==> config.mk <==
export PLATFORM = sky130hd
export DESIGN_NAME = rfb_top
export DESIGN_NICKNAME = d
export VERILOG_FILES = /design/src/inc/rfb_pkg.sv /design/src/hw/rfb_top.sv
export SDC_FILE = /design/constraint.sdc
export NUM_CORES = 1
export LEC_CHECK = 0
export ABC_AREA = 0
export ABC_CLOCK_PERIOD_IN_PS = 5080
export BUFFER_PORTS_ARGS = -buffer_cell sky130_fd_sc_hd__buf_2
export CORE_ASPECT_RATIO = 0.6
export CORE_UTILIZATION = 52
export CTS_CLUSTER_DIAMETER = 50
export DETAILED_ROUTE_END_ITERATION = 16
export PLACE_DENSITY_LB_ADDON = 0.08
export SYNTH_ARGS = -nofsm -noshare
export SYNTH_HDL_FRONTEND = slang
export SYNTH_SLANG_ARGS = --single-unit
==> constraint.sdc <==
create_clock -name mclk_in -period 5.08 [get_ports mclk_in]
set_input_delay 1.016 -clock mclk_in [delete_from_list [all_inputs] [get_ports mclk_in]]
set_output_delay 1.016 -clock mclk_in [all_outputs]
set_load 0.02 [all_outputs]
==> src/inc/rfb_pkg.sv <==
// rf data buffer and averaging-filter lock package: register map, field layout, resets
// assumes a 32-bit axi4-lite slave with one register per aligned word
package rfb_pkg;
  // register byte addresses (data buffer offset is the printed one)
  localparam logic [7:0] RFB_OFS_DATA   = 8'hc9;
  localparam logic [7:0] RFB_IDX_DATA   = 8'hc9;
  localparam logic [11:0] RFB_ADDR_DATA = 12'h324;
  localparam logic [11:0] RFB_ADDR_CTRL = 12'h400;
  localparam logic [11:0] RFB_ADDR_AVG  = 12'h404;
  localparam logic [11:0] RFB_ADDR_STAT = 12'h408;
  localparam logic [11:0] RFB_ADDR_BAUD = 12'h40c;
  // control register fields
  localparam int RFB_CTRL_BYTEMODE = 0;
  localparam int RFB_CTRL_TRANSMITTER_POWERDOWN    = 1;
  localparam int RFB_CTRL_RECEIVER_POWERDOWN    = 2;
  localparam int RFB_CTRL_MANCH    = 3;
  localparam int RFB_CTRL_MDM_RSTN = 4;
  localparam logic [4:0] RFB_CTRL_RST = 5'h16;
  // average-filter control fields
  localparam int RFB_AVG_MANUAL  = 0;
  localparam int RFB_AVG_SELECT  = 1;
  localparam int RFB_AVG_SETL_LO = 2;
  localparam logic [3:0] RFB_AVG_RST = 4'he;
  // status fields
  localparam int RFB_STAT_IRQ    = 0;
  localparam int RFB_STAT_FROZEN = 1;
  localparam logic [15:0] RFB_BAUD_RST = 16'h0010;
  localparam logic [1:0] RFB_RESP_OKAY   = 2'h0;
  localparam logic [1:0] RFB_RESP_SLVERR = 2'h2;
  // automatic freeze delay per settling code, in baud periods
  localparam logic [6:0] RFB_SETTLE_0 = 7'd11;
  localparam logic [6:0] RFB_SETTLE_1 = 7'd22;
  localparam logic [6:0] RFB_SETTLE_2 = 7'd43;
  localparam logic [6:0] RFB_SETTLE_3 = 7'd86;
  localparam int RFB_AVG_W = 12;

  // listed msb first so the fields sit at their RFB_CTRL_* positions
  typedef struct packed {
    logic       mdm_rstn;
    logic       manch;
    logic       receiver_powerdown;
    logic       transmitter_powerdown;
    logic       bytemode;
  } rfb_ctrl_t;

  typedef struct packed {
    logic [1:0] settling;
    logic       select;
    logic       manual;
  } rfb_avg_t;
endpackage

==> src/hw/rfb_top.sv <==
// rf data buffer, shift register and averaging-filter freeze control
// assumes axi4-lite on mclk_in; demodulator samples arrive as async pins
`timescale 1ns/100ps
`default_nettype none
module rfb_top
  import rfb_pkg::*;
#(
  parameter int DATA_W = 8
) (
  input  wire logic                 mclk_in,
  input  wire logic                 rstn_in,
  input  wire logic [11:0]          s_axi_awaddr_in,
  input  wire logic                 s_axi_awvalid_in,
  output logic                      s_axi_awready_out,
  input  wire logic [31:0]          s_axi_wdata_in,
  input  wire logic [3:0]           s_axi_wstrb_in,
  input  wire logic                 s_axi_wvalid_in,
  output logic                      s_axi_wready_out,
  output logic [1:0]                s_axi_bresp_out,
  output logic                      s_axi_bvalid_out,
  input  wire logic                 s_axi_bready_in,
  input  wire logic [11:0]          s_axi_araddr_in,
  input  wire logic                 s_axi_arvalid_in,
  output logic                      s_axi_arready_out,
  output logic [31:0]               s_axi_rdata_out,
  output logic [1:0]                s_axi_rresp_out,
  output logic                      s_axi_rvalid_out,
  input  wire logic                 s_axi_rready_in,
  input  wire logic [RFB_AVG_W-1:0] data_filter_in,
  output logic                      tx_bit_out,
  output logic                      radio_irq_flag_out,
  output logic                      rx_bit_out
);
  logic rst_s1_q, rst_n;
  always_ff @(posedge mclk_in or negedge rstn_in) begin
    if (!rstn_in) begin
      rst_s1_q <= 1'b0;
      rst_n    <= 1'b0;
    end else begin
      rst_s1_q <= 1'b1;
      rst_n    <= rst_s1_q;
    end
  end

  // demodulator filter output crosses in through two stages
  logic [RFB_AVG_W-1:0] dfil_s1_q, dfil_q;
  always_ff @(posedge mclk_in or negedge rst_n) begin
    if (!rst_n) begin
      dfil_s1_q <= '0;
      dfil_q    <= '0;
    end else begin
      dfil_s1_q <= data_filter_in;
      dfil_q    <= dfil_s1_q;
    end
  end

  // registers
  rfb_ctrl_t         ctrl_q;
  rfb_avg_t          avg_q;
  logic [DATA_W-1:0] buf_q;
  logic [15:0]       baud_div_q;
  logic              irq_q;

  // write channel: address and data taken in either order
  // readies are registered and only high while the matching holding slot is free,
  // so an item is taken exactly at the edge where valid and ready are both high
  logic        aw_full_q, w_full_q, bvalid_q, awready_q, wready_q;
  logic [11:0] awaddr_q;
  logic [31:0] wdata_q;
  logic [3:0]  wstrb_q;
  logic [1:0]  bresp_q;
  wire aw_take  = s_axi_awvalid_in && awready_q;
  wire w_take   = s_axi_wvalid_in && wready_q;
  wire wr_fire  = aw_full_q && w_full_q && !bvalid_q;
  // next-state views of the slots, used to decide the readies one edge ahead
  wire aw_full_d = (aw_full_q || aw_take) && !wr_fire;
  wire w_full_d  = (w_full_q || w_take) && !wr_fire;
  wire bvalid_d  = wr_fire || (bvalid_q && !s_axi_bready_in);
  wire wr_data  = wr_fire && awaddr_q == RFB_ADDR_DATA && wstrb_q[0];
  wire wr_ctrl  = wr_fire && awaddr_q == RFB_ADDR_CTRL && wstrb_q[0];
  wire wr_avg   = wr_fire && awaddr_q == RFB_ADDR_AVG && wstrb_q[0];
  wire wr_stat  = wr_fire && awaddr_q == RFB_ADDR_STAT && wstrb_q[0];
  wire wr_baud  = wr_fire && awaddr_q == RFB_ADDR_BAUD;
  wire wr_hit   = awaddr_q == RFB_ADDR_DATA || awaddr_q == RFB_ADDR_CTRL
               || awaddr_q == RFB_ADDR_AVG || awaddr_q == RFB_ADDR_STAT
               || awaddr_q == RFB_ADDR_BAUD;

  always_ff @(posedge mclk_in or negedge rst_n) begin
    if (!rst_n) begin
      aw_full_q <= 1'b0;
      w_full_q  <= 1'b0;
      bvalid_q  <= 1'b0;
      awaddr_q  <= '0;
      wdata_q   <= '0;
      wstrb_q   <= '0;
      bresp_q   <= RFB_RESP_OKAY;
      awready_q <= 1'b0;
      wready_q  <= 1'b0;
    end else begin
      // a new write is only accepted once the previous answer has gone
      awready_q <= !aw_full_d && !bvalid_d;
      wready_q  <= !w_full_d && !bvalid_d;
      if (aw_take) begin
        aw_full_q <= 1'b1;
        awaddr_q  <= s_axi_awaddr_in;
      end
      if (w_take) begin
        w_full_q <= 1'b1;
        wdata_q  <= s_axi_wdata_in;
        wstrb_q  <= s_axi_wstrb_in;
      end
      if (wr_fire) begin
        aw_full_q <= 1'b0;
        w_full_q  <= 1'b0;
        bvalid_q  <= 1'b1;
        bresp_q   <= wr_hit ? RFB_RESP_OKAY : RFB_RESP_SLVERR;
      end else if (bvalid_q && s_axi_bready_in) begin
        bvalid_q <= 1'b0;
      end
    end
  end

  // modem reset from software clears the datapath as the main reset does
  wire mdm_clr = !ctrl_q.mdm_rstn;

  // baud timing: one baud tick per baud_div_q+1 clocks; a bit is two bauds in manchester
  logic [15:0] baud_cnt_q;
  logic        half_q;
  wire baud_tick = baud_cnt_q == 16'h0000;
  wire bit_tick  = baud_tick && (!ctrl_q.manch || half_q);
  always_ff @(posedge mclk_in or negedge rst_n) begin
    if (!rst_n) begin
      baud_cnt_q <= '0;
      half_q     <= 1'b0;
    end else if (mdm_clr || (ctrl_q.transmitter_powerdown && ctrl_q.receiver_powerdown)) begin
      baud_cnt_q <= baud_div_q;
      half_q     <= 1'b0;
    end else begin
      baud_cnt_q <= baud_tick ? baud_div_q : baud_cnt_q - 16'h0001;
      if (baud_tick) half_q <= !half_q;
    end
  end

  // averaging filter, freeze control and slicer
  logic [RFB_AVG_W-1:0] avg_val_q;
  logic [6:0]           settle_cnt_q;
  logic                 auto_frz_q, receiver_powerdown_prev_q;
  logic [6:0]           settle_lim;
  always_comb begin
    case (avg_q.settling)
      2'b00:   settle_lim = RFB_SETTLE_0;
      2'b01:   settle_lim = RFB_SETTLE_1;
      2'b10:   settle_lim = RFB_SETTLE_2;
      default: settle_lim = RFB_SETTLE_3;
    endcase
  end
  wire rx_on   = !ctrl_q.receiver_powerdown;
  wire rx_enter = rx_on && receiver_powerdown_prev_q;
  wire frozen  = avg_q.select ? avg_q.manual : auto_frz_q;
  wire [RFB_AVG_W:0] avg_sum = {1'b0, avg_val_q} + {1'b0, dfil_q};
  wire slice_bit = dfil_q > avg_val_q;

  always_ff @(posedge mclk_in or negedge rst_n) begin
    if (!rst_n) begin
      avg_val_q    <= '0;
      settle_cnt_q <= '0;
      auto_frz_q   <= 1'b0;
      receiver_powerdown_prev_q <= 1'b1;
    end else if (mdm_clr) begin
      avg_val_q    <= '0;
      settle_cnt_q <= '0;
      auto_frz_q   <= 1'b0;
      receiver_powerdown_prev_q <= 1'b1;
    end else begin
      receiver_powerdown_prev_q <= ctrl_q.receiver_powerdown;
      if (rx_enter) begin
        settle_cnt_q <= '0;
        auto_frz_q   <= 1'b0;
      end else if (rx_on && !auto_frz_q && baud_tick) begin
        settle_cnt_q <= settle_cnt_q + 7'd1;
        if (settle_cnt_q + 7'd1 >= settle_lim) auto_frz_q <= 1'b1;
      end
      // only updated while receiving and not frozen, so power-down keeps it
      if (rx_on && !frozen)
        avg_val_q <= avg_sum[RFB_AVG_W:1];
    end
  end

  // shift register for both directions
  logic [DATA_W-1:0] sh_q;
  logic [3:0]        sh_cnt_q;
  logic              tx_q, rxb_q, transmitter_powerdown_prev_q;
  wire tx_on   = !ctrl_q.transmitter_powerdown;
  wire tx_up   = tx_on && transmitter_powerdown_prev_q;
  wire [3:0] sh_len = ctrl_q.bytemode ? 4'd8 : 4'd1;
  wire tx_load = tx_on && (tx_up || (bit_tick && sh_cnt_q == 4'd1));
  wire rx_full = rx_on && !tx_on && bit_tick && sh_cnt_q == sh_len - 4'd1;
  wire buf_evt = tx_load || rx_full;

  always_ff @(posedge mclk_in or negedge rst_n) begin
    if (!rst_n) begin
      sh_q         <= '0;
      sh_cnt_q     <= '0;
      tx_q         <= 1'b0;
      transmitter_powerdown_prev_q <= 1'b1;
      rxb_q        <= 1'b0;
    end else if (mdm_clr) begin
      sh_q         <= '0;
      sh_cnt_q     <= '0;
      tx_q         <= 1'b0;
      transmitter_powerdown_prev_q <= 1'b1;
      rxb_q        <= 1'b0;
    end else begin
      transmitter_powerdown_prev_q <= ctrl_q.transmitter_powerdown;
      rxb_q        <= slice_bit;
      if (tx_load) begin
        // byte mode loads the whole buffer, bit mode only bit 0
        sh_q     <= ctrl_q.bytemode ? buf_q : {buf_q[0], {(DATA_W-1){1'b0}}};
        sh_cnt_q <= sh_len;
        tx_q     <= ctrl_q.bytemode ? buf_q[DATA_W-1] : buf_q[0];
      end else if (tx_on && bit_tick) begin
        sh_q     <= {sh_q[DATA_W-2:0], 1'b0};
        sh_cnt_q <= sh_cnt_q - 4'd1;
        tx_q     <= sh_q[DATA_W-2];
      end else if (rx_on && !tx_on && bit_tick) begin
        sh_q     <= {sh_q[DATA_W-2:0], slice_bit};
        sh_cnt_q <= rx_full ? 4'd0 : sh_cnt_q + 4'd1;
      end
    end
  end

  // register writes and hardware buffer updates
  always_ff @(posedge mclk_in or negedge rst_n) begin
    if (!rst_n) begin
      ctrl_q     <= RFB_CTRL_RST;
      avg_q      <= RFB_AVG_RST;
      buf_q      <= '0;
      baud_div_q <= RFB_BAUD_RST;
      irq_q      <= 1'b0;
    end else begin
      if (wr_ctrl) ctrl_q <= wdata_q[4:0];
      if (wr_avg)  avg_q  <= wdata_q[3:0];
      if (wr_baud) baud_div_q <= wdata_q[15:0];
      // a received unit overwrites whatever software has not read yet
      if (rx_full) begin
        buf_q <= ctrl_q.bytemode ? {sh_q[DATA_W-2:0], slice_bit}
                                 : {{(DATA_W-1){1'b0}}, sh_q[0]};
      end else if (wr_data) begin
        buf_q <= wdata_q[DATA_W-1:0];
      end
      // hardware set wins over a software clear in the same cycle
      if (buf_evt)
        irq_q <= 1'b1;
      else if (wr_stat && wdata_q[RFB_STAT_IRQ])
        irq_q <= 1'b0;
    end
  end

  // read channel
  logic        rvalid_q;
  logic        arready_q;
  logic [31:0] rdata_q;
  logic [1:0]  rresp_q;
  // one read in flight: ready drops on a take and returns when the answer leaves
  wire ar_take = s_axi_arvalid_in && arready_q;
  wire [31:0] stat_word = {30'h0, frozen, irq_q};
  logic [31:0] rd_mux;
  logic        rd_hit;
  always_comb begin
    rd_hit = 1'b1;
    case (s_axi_araddr_in)
      RFB_ADDR_DATA: rd_mux = {{(32-DATA_W){1'b0}}, buf_q};
      RFB_ADDR_CTRL: rd_mux = {27'h0, ctrl_q};
      RFB_ADDR_AVG:  rd_mux = {28'h0, avg_q};
      RFB_ADDR_STAT: rd_mux = stat_word;
      RFB_ADDR_BAUD: rd_mux = {16'h0, baud_div_q};
      default: begin
        rd_mux = 32'h0;
        rd_hit = 1'b0;
      end
    endcase
  end
  always_ff @(posedge mclk_in or negedge rst_n) begin
    if (!rst_n) begin
      rvalid_q  <= 1'b0;
      arready_q <= 1'b0;
      rdata_q   <= '0;
      rresp_q   <= RFB_RESP_OKAY;
    end else begin
      arready_q <= !(ar_take || (rvalid_q && !s_axi_rready_in));
      if (ar_take) begin
        rvalid_q <= 1'b1;
        rdata_q  <= rd_mux;
        rresp_q  <= rd_hit ? RFB_RESP_OKAY : RFB_RESP_SLVERR;
      end else if (rvalid_q && s_axi_rready_in) begin
        rvalid_q <= 1'b0;
      end
    end
  end

  // every bus output comes straight from a register
  assign s_axi_awready_out  = awready_q;
  assign s_axi_wready_out   = wready_q;
  assign s_axi_bvalid_out   = bvalid_q;
  assign s_axi_bresp_out    = bresp_q;
  assign s_axi_arready_out  = arready_q;
  assign s_axi_rvalid_out   = rvalid_q;
  assign s_axi_rdata_out    = rdata_q;
  assign s_axi_rresp_out    = rresp_q;
  assign tx_bit_out         = tx_q;
  assign radio_irq_flag_out = irq_q;
  assign rx_bit_out         = rxb_q;
endmodule
`default_nettype wire

# Word-level counts from Yosys, hierarchy flattened
# Cells that the tools add are included.
# totals
latchBits	0
output_inout_bits	44
register_bits	184
inputBits	79
romBits	0
mem_bits_rw	0
word_cells	190
n_memories	0
# classes
reduce_logical	74
n_shift	0
n_mux	50
n_div	0
n_addsub	6
order_cmp	2
bitwise_logic	0
n_eq_ne	19
n_mul	0
# ops
cell	n
== test 12 x 11 -> 1 bit (second input constant)	8
case mux 16 bit (5 select lines)	1
2-to-1 mux 7 bit	8
logical AND 1 bit	36
2-to-1 mux 16 bit	2
2-to-1 mux 1 bit	25
== test 12 x 10 -> 1 bit (second input constant)	2
2-to-1 mux 12 bit	2
2-to-1 mux 4 bit	6
2-to-1 mux 8 bit	3
case mux 7 bit (3 select lines)	1
logical NOT 16 bit	1
subtractor 16 x 1 -> 16 bit (second input constant)	1
logical NOT 1 bit	15
nonzero test 2 bit	7
adder 12 x 12 -> 13 bit	1
> comparator 12 bit	1
logical OR 1 bit	12
!= test 3 x 1 -> 1 bit (second input constant)	3
subtractor 4 x 1 -> 4 bit (second input constant)	2
adder 7 x 1 -> 7 bit (second input constant)	1
greater-or-equal comparator 7 bit	1
OR reduction 5 bit	1
adder 4 x 1 -> 4 bit (second input constant)	1
other kinds (9)	10

# Logic depth before layout (Yosys ltp)
# Gate-level depths: netlist (run 1).
# depth
word_depth	10
depth_mapped	9
depth_no_buf	9

# Worst setup path after synthesis (run 1)
# Ideal clock, no wire load.
# synth_timing
path_type	input -> register
startpoint	in s_axi_araddr_in[1]
endpoint	reg rdata_q[6] (netlist: s_axi_rdata_out[6])
n_path_buf	2
arrival_ns	2.545
setup_slack_ns	2.451
path_stages	8
setup_ns	0.084
path_cell_list	nor4_1 > nand2_1 > nor4_2 > and3_1 > clkbuf_1 > buf_2 > a22oi_1 > o21ai_0
# synth_between
elab_chain_len	2
# synth_rtl
element	line_no	text
start: declaration	rfb_top.sv:22	input wire logic [11:0] s_axi_araddr_in,
== test 12 x 11 -> 1 bit or == test 12 x 10 -> 1 bit (tied branches)	rfb_top.sv:271	case (s_axi_araddr_in)
case mux 16 bit (5 select lines) *	rfb_top.sv:271	
end signal: assignment	rfb_top.sv:293	rdata_q <= rd_mux;
end: declaration	rfb_top.sv:262	logic [31:0] rdata_q;
# Mark *: on every way between the ends. The rest lies on a longest branch, timed or not.
# A chain may end at the register's enable or synchronous reset.

# Final worst setup path (run 1)
# layout_timing
startpoint	in s_axi_araddr_in[1]
endpoint	reg rdata_q[1] (netlist: s_axi_rdata_out[1])
# The elaborated chain is that of the path after synthesis.

==> impl_metrics.json, run 1 <==
{
  "clock.fmax_mhz": 329,
  "grt_overflow": 0,
  "crit_path_end_kind": "register",
  "fin_setup_tns_ns": 0,
  "synth_area_um2": 8130,
  "path_clk_slew_ns": 0.06,
  "finalMaxSlewViolations": 0,
  "worstHoldEndpoint": "dfil_q[4]$_DFF_PN0_",
  "viasPerCell": 5.50,
  "clockPowerShare": 0.366,
  "rows": 34,
  "numCtsBuffers": 17,
  "drt-total-wl_um": 18000,
  "cts_tree": "yes",
  "clock_latency_ns": 0.43,
  "crit_type": "in -> reg",
  "synthTopCellsByArea": "dfrtp_1 48%, mux2_2 7.6%, ha_1 5.4%",
  "yosysTopAreaCellShare": 0.483,
  "ir_worst_vdd_uv": 247,
  "drt-initial-drc-count": 518,
  "fin_skew_ns": 0.00980,
  "rsz0062_at_grt": "false",
  "switchingPower_uw": 953,
  "slowest_stage": "nor4_2",
  "r2r_cells": 8,
  "syn_inst": 759,
  "fin_nets": 957,
  "startpoint_type": "primary input",
  "synth_warnings": 0,
  "grt_max_degree": 85,
  "drc": 0,
  "min_from": "dfil_s1_q[4]$_DFF_PN0_",
  "reg2reg_from": "baud_cnt_q[0]$_DFF_PN0_",
  "coreArea_um2": 14900,
  "first_pass_iters": 5,
  "postPlaceCellArea_um2": 8660,
  "swShare": 0.283,
  "holdCritPathClass": "reg -> reg",
  "via_count": 5782,
  "ios": 123,
  "antenna_found_initial": 0,
  "layout_min_cycle_time_ns": 3.04,
  "maxCapViolCount": 0,
  "wl_per_cell_um": 17.1,
  "yosys.area.top_type": "dfrtp_1",
  "async_flop_share": 1.00,
  "synthFlopType": "dfrtp_1",
  "yosys_register_bits": 166,
  "pre_cts_ws_ns": 1.69,
  "synth_area_per_cell_um2": 10.7,
  "stdcell_count": 1052,
  "cpPeakStageDelay_ns": 0.69,
  "seq_area_frac_synth": 0.512,
  "p_int_uw": 2420,
  "htree_levels": 4,
  "postLayoutCellArea_um2": 9210,
  "grt_pass1_wl_um": 29400,
  "dp_hpwl_um": 13100,
  "die_y_um": 98.9,
  "cts.repair.resized": 0,
  "reg2reg_to": "sh_cnt_q[2]$_DFFE_PN0P_",
  "hold_violations": 0,
  "status": "finished, final reports clean",
  "cts_sinks": 166,
  "p_leak_uw": 0.00434,
  "worst_slack_ns": 2.04,
  "setup_viol": 0,
  "drive_above_1_share": 0.231,
  "antenna_cells": 0,
  "synth-edff-count": 0,
  "antenna_left": 0,
  "root_buffer": "clkbuf_16",
  "min_path_cells": 0,
  "grt_pass1_vias": 5715,
  "cts_hold_repair.buffers": 0,
  "die_w_um": 163,
  "cts_max_path_buffers": 2,
  "fin_crit_sh": 0.598,
  "worstPathArrival_ns": 3.36,
  "syn_to_final_growth_pct": 13.3,
  "start_util": 0.546,
  "critPathMaxFanout": 14,
  "r2r_setup_slack_ns": 2.16,
  "io_buffers": 85,
  "powerDensity_nw_per_um2": 366,
  "place_inst": 1021,
  "worstMarginPinSlew_ns": 1.16,
  "grtUsageTotal": 0.235,
  "finalWeightedCongestion": 0.857,
  "p_comb_frac": 0.140,
  "pwr-share-seq": 0.494,
  "die-area_um2": 16200,
  "synthDistinctLibCells": 70,
  "relSlewSlack": 0.224,
  "path_cells": "buf_2 -> nor4_1 -> nand2_1 -> nor4_2 -> and3_1 -> a222oi_1 -> o21ai_0",
  "postCtsSetupBuffers": 0,
  "worst_ep_required_time_ns": 5.40
}
==> worst max-delay path: cells and delay by family <==
kind                   cells  cell delay [ns]
AO/OA/AOI/OAI              2             0.51
buffers and inverters      1             0.10
AND/OR/NAND/NOR            4             1.72
==> power groups by stage <==
stage | Clock, µW | Combinational [µW] | Sequential, µW
floorplan | 0 | 356 | 1640
global placement | 0 | 451 | 1670
detailed placement | 0 | 474 | 1680
CTS | 1260 | 477 | 1660
global route | 1310 | 522 | 1690
finish | 1230 | 471 | 1660
==> cell usage after synthesis, types with 15 or more instances <==
| cell | n |
|---|---|
| dfrtp_1 | 157 |
| nand2_1 | 92 |
| o21ai_0 | 66 |
| mux2_2 | 55 |
| nor2_1 | 36 |
| ha_1 | 35 |
| inv_1 | 35 |
| a21oi_1 | 27 |
| xnor2_1 | 21 |
| buf_4 | 18 |
| clkbuf_1 | 18 |
| nand3_1 | 16 |
| and3_1 | 15 |
==> registers in the layout, indices dropped and copies added, names as in the netlist, 4 cells and up <==
register / count
avg_val_q: 12
buf_q: 8
avg_q: 4
dfil_s1_q: 12
s_axi_rdata_out: 16
dfil_q: 12
baud_div_q: 16
awaddr_q: 12
wdata_q: 16
ctrl_q: 5
settle_cnt_q: 7
baud_cnt_q: 16
sh_q: 7
sh_cnt_q: 4
==> how the worst max path moves through the flow <==
stage,from,to,cells after the start
global placement,s_axi_araddr_in[1],s_axi_rdata_out[0]$_DFFE_PN0P_,7
floorplan,rst_n$_DFF_PN0_,auto_frz_q$_DFFE_PN0P_,0
detailed placement,s_axi_araddr_in[1],s_axi_rdata_out[1]$_DFFE_PN0P_,7
CTS,s_axi_araddr_in[1],s_axi_rdata_out[1]$_DFFE_PN0P_,7
global route,baud_cnt_q[0]$_DFF_PN0_,sh_cnt_q[2]$_DFFE_PN0P_,8
finish,s_axi_araddr_in[1],s_axi_rdata_out[1]$_DFFE_PN0P_,7
==> stage by stage <==
step / hold WS (ns) / total power (µW) / util
floorplan: 0.331 / 2000 / -
global placement: 0.332 / 2120 / 0.582
detailed placement: 0.335 / 2160 / 0.582
CTS: 0.351 / 3390 / 0.619
global route: 0.353 / 3520 / 0.619
finish: 0.348 / 3370 / 0.619
==> cells in the final DEF (no fill, tap or decap), types with 6 or more instances in the layout <==
cell type	synthesis	layout
dfrtp_1	157	156
nand2_1	92	92
buf_2	3	85
o21ai_0	66	66
mux2_2	55	55
nor2_1	36	36
inv_1	35	35
ha_1	35	35
a21oi_1	27	27
xnor2_1	21	21
conb_1	2	19
clkbuf_16	0	17
nand3_1	16	16
and3_1	15	15
nor3_1	13	13
xor2_1	13	13
mux2i_1	11	11
dfstp_2	9	9
a21o_1	8	8
nor2b_1	8	8
nand4_1	6	6
nand2b_1	6	6
o21ai_1	6	6
==> cell families after synthesis <==
| family | share of synthesized area |
|---|---|
| compound gates | 0.117 |
| xor+xnor | 0.0366 |
| fa+ha+maj | 0.0563 |
| buf+inv | 0.0448 |
| flops | 0.512 |
| mux | 0.0897 |
| other cells | 0.000923 |
| simple gates | 0.142 |
==> routing by layer <==
layer | wire length, µm | track usage | vias up | part of all wire
met2 | 7370 | 0.327 | 177 | 0.41
met3 | 1210 | 0.0471 | 17 | 0.067
met5 | 0 | 0 | - | 0
li1 | - | - | 2777 | -
met4 | 170 | 0.0634 | 0 | 0.0095
met1 | 9220 | 0.370 | 2811 | 0.51
==> layout make-up <==
type,instances,area (µm²)
clock buffers,19,433
inverters,36,135
clock inverters,12,121
flip-flops and latches,166,4170
well taps,198,248
repair buffers,87,440
multi-input cells,534,3670
fillers,1225,5680
Note: power is estimated with default switching activity, not from simulation.
==> inputs of run 2 (changes only) <==
ABC_CLOCK_PERIOD_IN_PS = 3040   (was 5080)
CORE_UTILIZATION = 57   (was 52)
clock period = 3.04 ns   (was 5.08 ns; I/O delays follow)
==> impl_metrics.json, run 2 (synthesis gave the netlist of run 1 again) <==
{
  "status": "finished, final reports clean",
  "r2r_setup_slack_ns": 0.23,
  "drt-initial-drc-count": 447,
  "drc": 0,
  "relSlewSlack": 0.375,
  "antenna_left": 0,
  "die-area_um2": 14800,
  "reg2reg_from": "baud_cnt_q[0]$_DFF_PN0_",
  "reg2reg_to": "sh_q[0]$_DFFE_PN0P_",
  "grt_pass1_wl_um": 30200,
  "wl_per_cell_um": 17.7,
  "maxCapViolCount": 0,
  "clock_latency_ns": 0.43,
  "min_from": "data_filter_in[11]",
  "coreArea_um2": 13800,
  "viasPerCell": 5.65,
  "start_util": 0.590,
  "finalMaxSlewViolations": 0,
  "htree_levels": 4,
  "grtUsageTotal": 0.270,
  "grt_overflow": 0,
  "cts_sinks": 166,
  "worst_ep_required_time_ns": 3.34,
  "first_pass_iters": 5,
  "die_y_um": 94.5,
  "cts_tree": "yes",
  "startpoint_type": "register",
  "final_cell_mix": "156 x dfrtp_1, 92 x nand2_1, 85 x buf_2",
  "path_clk_slew_ns": 0.07,
  "p_leak_uw": 0.00443,
  "grt_pass1_vias": 5755,
  "fin_nets": 969,
  "ios": 123,
  "final_common_cell": "dfrtp_1",
  "drive_above_1_share": 0.242,
  "cts_max_path_buffers": 2,
  "fin_crit_sh": 0.925,
  "antenna_found_initial": 1,
  "crit_type": "reg -> reg",
  "rsz0062_at_grt": "false",
  "powerDensity_nw_per_um2": 614,
  "path_cells": "inv_1 -> ha_1 -> nor4b_1 -> nand4b_2 -> o31ai_4 -> nor2_1 -> o2bb2a_4 -> nand2_1",
  "holdCritPathClass": "in -> reg",
  "critPathTopFamily": "simple AND/OR/NAND/NOR gates",
  "cpPeakStageDelay_ns": 0.57,
  "fin_setup_tns_ns": 0,
  "rows": 33,
  "fin_hold_ws_ns": 0.284,
  "slowest_stage": "o31ai_4",
  "via_count": 5988,
  "drt-total-wl_um": 18700,
  "worstSetupStartpoint": "baud_cnt_q[0]$_DFF_PN0_",
  "r2r_cells": 8,
  "dp_hpwl_um": 13500,
  "ir_worst_vdd_uv": 358,
  "fin_skew_ns": 0.0161,
  "syn_to_final_growth_pct": 15.1,
  "critPathMaxFanout": 10,
  "setup_viol": 0,
  "root_buffer": "clkbuf_16",
  "numCtsBuffers": 17,
  "clock.fmax_mhz": 356,
  "layout_min_cycle_time_ns": 2.81,
  "worstMarginPinSlew_ns": 0.935,
  "grt_max_degree": 66,
  "hold_violations": 0,
  "io_buffers": 85,
  "worstHoldEndpoint": "dfil_s1_q[11]$_DFF_PN0_",
  "finalWeightedCongestion": 0.875,
  "crit_path_end_kind": "register",
  "antenna_cells": 0,
  "min_path_cells": 1,
  "die_w_um": 156,
  "cts.repair.resized": 0,
  "worstPathArrival_ns": 3.12,
  "crit_buf_inv": 1
}
-- run 2: changes by cell type in the layout (fill, tap and decap cells not counted), sizes merged --
cell	previous run	this run
buf	87	98
inv	40	42
bufinv	1	2
clkbuf	19	18
clkinvlp	3	2
dlygate4sd3	0	1
-- run 2: timing repair --
| item | 4_1_cts | 5_1_grt |
|---|---|---|
| endpoints found under the setup margin | 0 | 0 |
| hold buffers | 1 | 0 |
| buffers inserted | 0 | 0 |
| endpoints found under the hold margin | 2 | 0 |
-- run 2: stage by stage --
step | total power, µW | cell area (µm²) | worst slack (ns) | util | std cells
floorplan | 3340 | 8200 | 0.303 | - | 776
global placement | 3560 | 8760 | 0.391 | 0.635 | 1026
detailed placement | 3610 | 8760 | 0.346 | 0.635 | 1026
CTS | 5780 | 9360 | 0.303 | 0.679 | 1059
global route | 5990 | 9360 | 0.0548 | 0.679 | 1059
finish | 5750 | 9360 | 0.227 | 0.679 | 1059
-- run 2: cell type report --
type / instances / area, µm²
clock buffers: 18 / 429
well taps: 192 / 240
repair buffers: 99 / 558
inverters: 36 / 135
multi-input cells: 534 / 3670
clock inverters: 14 / 161
fillers: 1053 / 4430
flip-flops and latches: 166 / 4170
-- run 2: per-layer routing --
layer | track usage | up-vias | routed length [µm]
met5 | 0 | - | 0
met4 | 0.0792 | 0 | 185
met3 | 0.0546 | 19 | 1360
met2 | 0.405 | 232 | 8230
met1 | 0.395 | 2924 | 8940
li1 | - | 2813 | -
-- run 2: power breakdown --
group	switching, µW	total (µW)	leakage (µW)	internal [µW]
clock network	935	2170	0.000285	1230
logic	408	808	0.00205	400
registers	270	2780	0.00210	2510
total	1610	5750	0.00443	4140
-- run 2: worst max-delay path by stage --
| stage | to | slack, ns | cells after the start |
|---|---|---|---|
| global route | sh_cnt_q[2]$_DFFE_PN0P_ | 0.05 | 8 |
| CTS | sh_q[0]$_DFFE_PN0P_ | 0.30 | 8 |
| finish | sh_q[0]$_DFFE_PN0P_ | 0.23 | 8 |
| global placement | sh_q[0]$_DFFE_PN0P_ | 0.39 | 8 |
| floorplan | auto_frz_q$_DFFE_PN0P_ | 0.30 | 0 |
| detailed placement | sh_cnt_q[2]$_DFFE_PN0P_ | 0.35 | 8 |
==> inputs of run 3 (changes only) <==
PLACE_DENSITY = 0.83   (was not set)
PLACE_DENSITY_LB_ADDON = not set   (was 0.08)
==> impl_metrics.json, run 3 (synthesis gave the netlist of run 1 again) <==
{
  "status": "finished, final reports clean",
  "fin_skew_ns": 0.0125,
  "wl_met2_um": 7710,
  "cts_sinks": 166,
  "grt_pass1_vias": 5655,
  "first_pass_iters": 7,
  "fillers": 1023,
  "worst_ep_required_time_ns": 3.35,
  "highest_layer": "met4",
  "drt-total-wl_um": 18100,
  "crit_buf_inv": 1,
  "drive_above_1_share": 0.242,
  "hold_violations": 0,
  "finalMaxSlewViolations": 0,
  "start_util": 0.590,
  "grtUsageTotal": 0.264,
  "clock.fmax_mhz": 370,
  "clock_latency_ns": 0.43,
  "worstPathArrival_ns": 3.01,
  "viasPerCell": 5.65,
  "fin_nets": 967,
  "critPathMaxFanout": 10,
  "htree_levels": 4,
  "postCtsSetupBuffers": 0,
  "die_y_um": 94.5,
  "grt_overflow": 0,
  "cpPeakStageDelay_ns": 0.58,
  "drc": 0,
  "via_count": 5977,
  "postPlaceCellArea_um2": 8730,
  "relSlewSlack": 0.420,
  "rows": 33,
  "dp_hpwl_um": 12700,
  "crit_type": "reg -> reg",
  "holdCritPathClass": "in -> reg",
  "startpoint_type": "register",
  "slowest_stage": "o31ai_4",
  "die-area_um2": 14800,
  "wl_met3_um": 1580,
  "ios": 123,
  "grt_pass1_wl_um": 29300,
  "wl_per_cell_um": 17.1,
  "powerDensity_nw_per_um2": 614,
  "p_leak_uw": 0.00442,
  "path_cells": "inv_1 -> ha_1 -> nor4b_1 -> nand4b_2 -> o31ai_4 -> nor2_1 -> o2bb2a_4 -> nand2_1",
  "rsz0062_at_grt": "false",
  "min_from": "data_filter_in[7]",
  "reg2reg_from": "baud_cnt_q[0]$_DFF_PN0_",
  "layout_min_cycle_time_ns": 2.70,
  "drt-initial-drc-count": 617,
  "crit_path_end_kind": "register",
  "worstSetupStartpoint": "baud_cnt_q[0]$_DFF_PN0_",
  "io_buffers": 85,
  "grt_max_degree": 69,
  "path_clk_slew_ns": 0.07,
  "ir_worst_vdd_uv": 386,
  "cts_max_path_buffers": 2,
  "r2r_setup_slack_ns": 0.34,
  "worstMarginPinSlew_ns": 0.868,
  "syn_to_final_growth_pct": 15.0,
  "cts_tree": "yes",
  "postLayoutCellArea_um2": 9350,
  "final_cell_mix": "156 x dfrtp_1, 92 x nand2_1, 85 x buf_2",
  "coreArea_um2": 13800,
  "finalWeightedCongestion": 0.910,
  "die_w_um": 156,
  "fin_setup_tns_ns": 0,
  "fin_crit_sh": 0.888,
  "final_common_cell": "dfrtp_1",
  "antenna_left": 0,
  "critPathTopFamily": "simple AND/OR/NAND/NOR gates",
  "antenna_cells": 0,
  "maxCapViolCount": 0,
  "wl_met1_um": 8630,
  "setup_viol": 0,
  "antenna_found_initial": 0,
  "numCtsBuffers": 17,
  "root_buffer": "clkbuf_16"
}
## run 3: metal layers
layer / GRT usage / vias up
li1: - / 2812
met1: 0.408 / 2870
met2: 0.370 / 269
met3: 0.0523 / 26
met4: 0.0817 / 0
met5: 0 / -
## run 3: area by class of cell
type                       count  area [µm²]  share of cell area
sequential                   166        4170               0.446
multi-input combinational    534        3670               0.392
clock inverter                15         181              0.0194
tap                          192         240              0.0257
inverter                      36         135              0.0145
timing repair buffer          97         531              0.0567
clock buffer                  17         425              0.0455
## run 3: path summary, 6_finish.rpt
path	end	depth (start not counted)
worst min-delay path	dfil_s1_q[7]$_DFF_PN0_	1
worst max-delay path	sh_q[0]$_DFFE_PN0P_	8
worst max register to register	sh_q[0]$_DFFE_PN0P_	8
worst min register to register	dfil_q[2]$_DFF_PN0_	0
max in group asynchronous	wdata_q[2]$_DFFE_PN0P_	1
min in group asynchronous	awaddr_q[4]$_DFFE_PN0P_	0
## run 3: through the flow
stage	instances	hold slack [ns]	power [µW]	setup WS, ns	utilization
detailed placement	1024	0.335	3590	0.414	0.633
finish	1057	0.279	5740	0.340	0.678
CTS	1057	0.272	5750	0.398	0.678
global placement	1024	0.332	3540	0.509	0.633
floorplan	776	0.312	3340	0.303	-
global route	1057	0.262	5970	0.157	0.678
## run 3: report_power, final
part / internal [µW] / switching (µW)
Combinational: 395 / 411
Sequential: 2500 / 262
Clock: 1110 / 1050
## run 3: worst register-to-register path, delay by kind of cell (launching register included)
kind                       cells  cell delay [ns]
and+or+nand+nor                4             1.10
AOI/OAI and AO/OA              2             0.84
DFF                            1             0.42
adders and majority gates      1             0.14
buffers and inverters          1             0.10
## run 3: timing repair
| action | 4_1_cts | 5_1_grt |
|---|---|---|
| setup endpoints to repair | 0 | 0 |
| gates resized for setup | 0 | 0 |
| endpoints found under the hold margin | 2 | 0 |
| hold buffers | 1 | 0 |
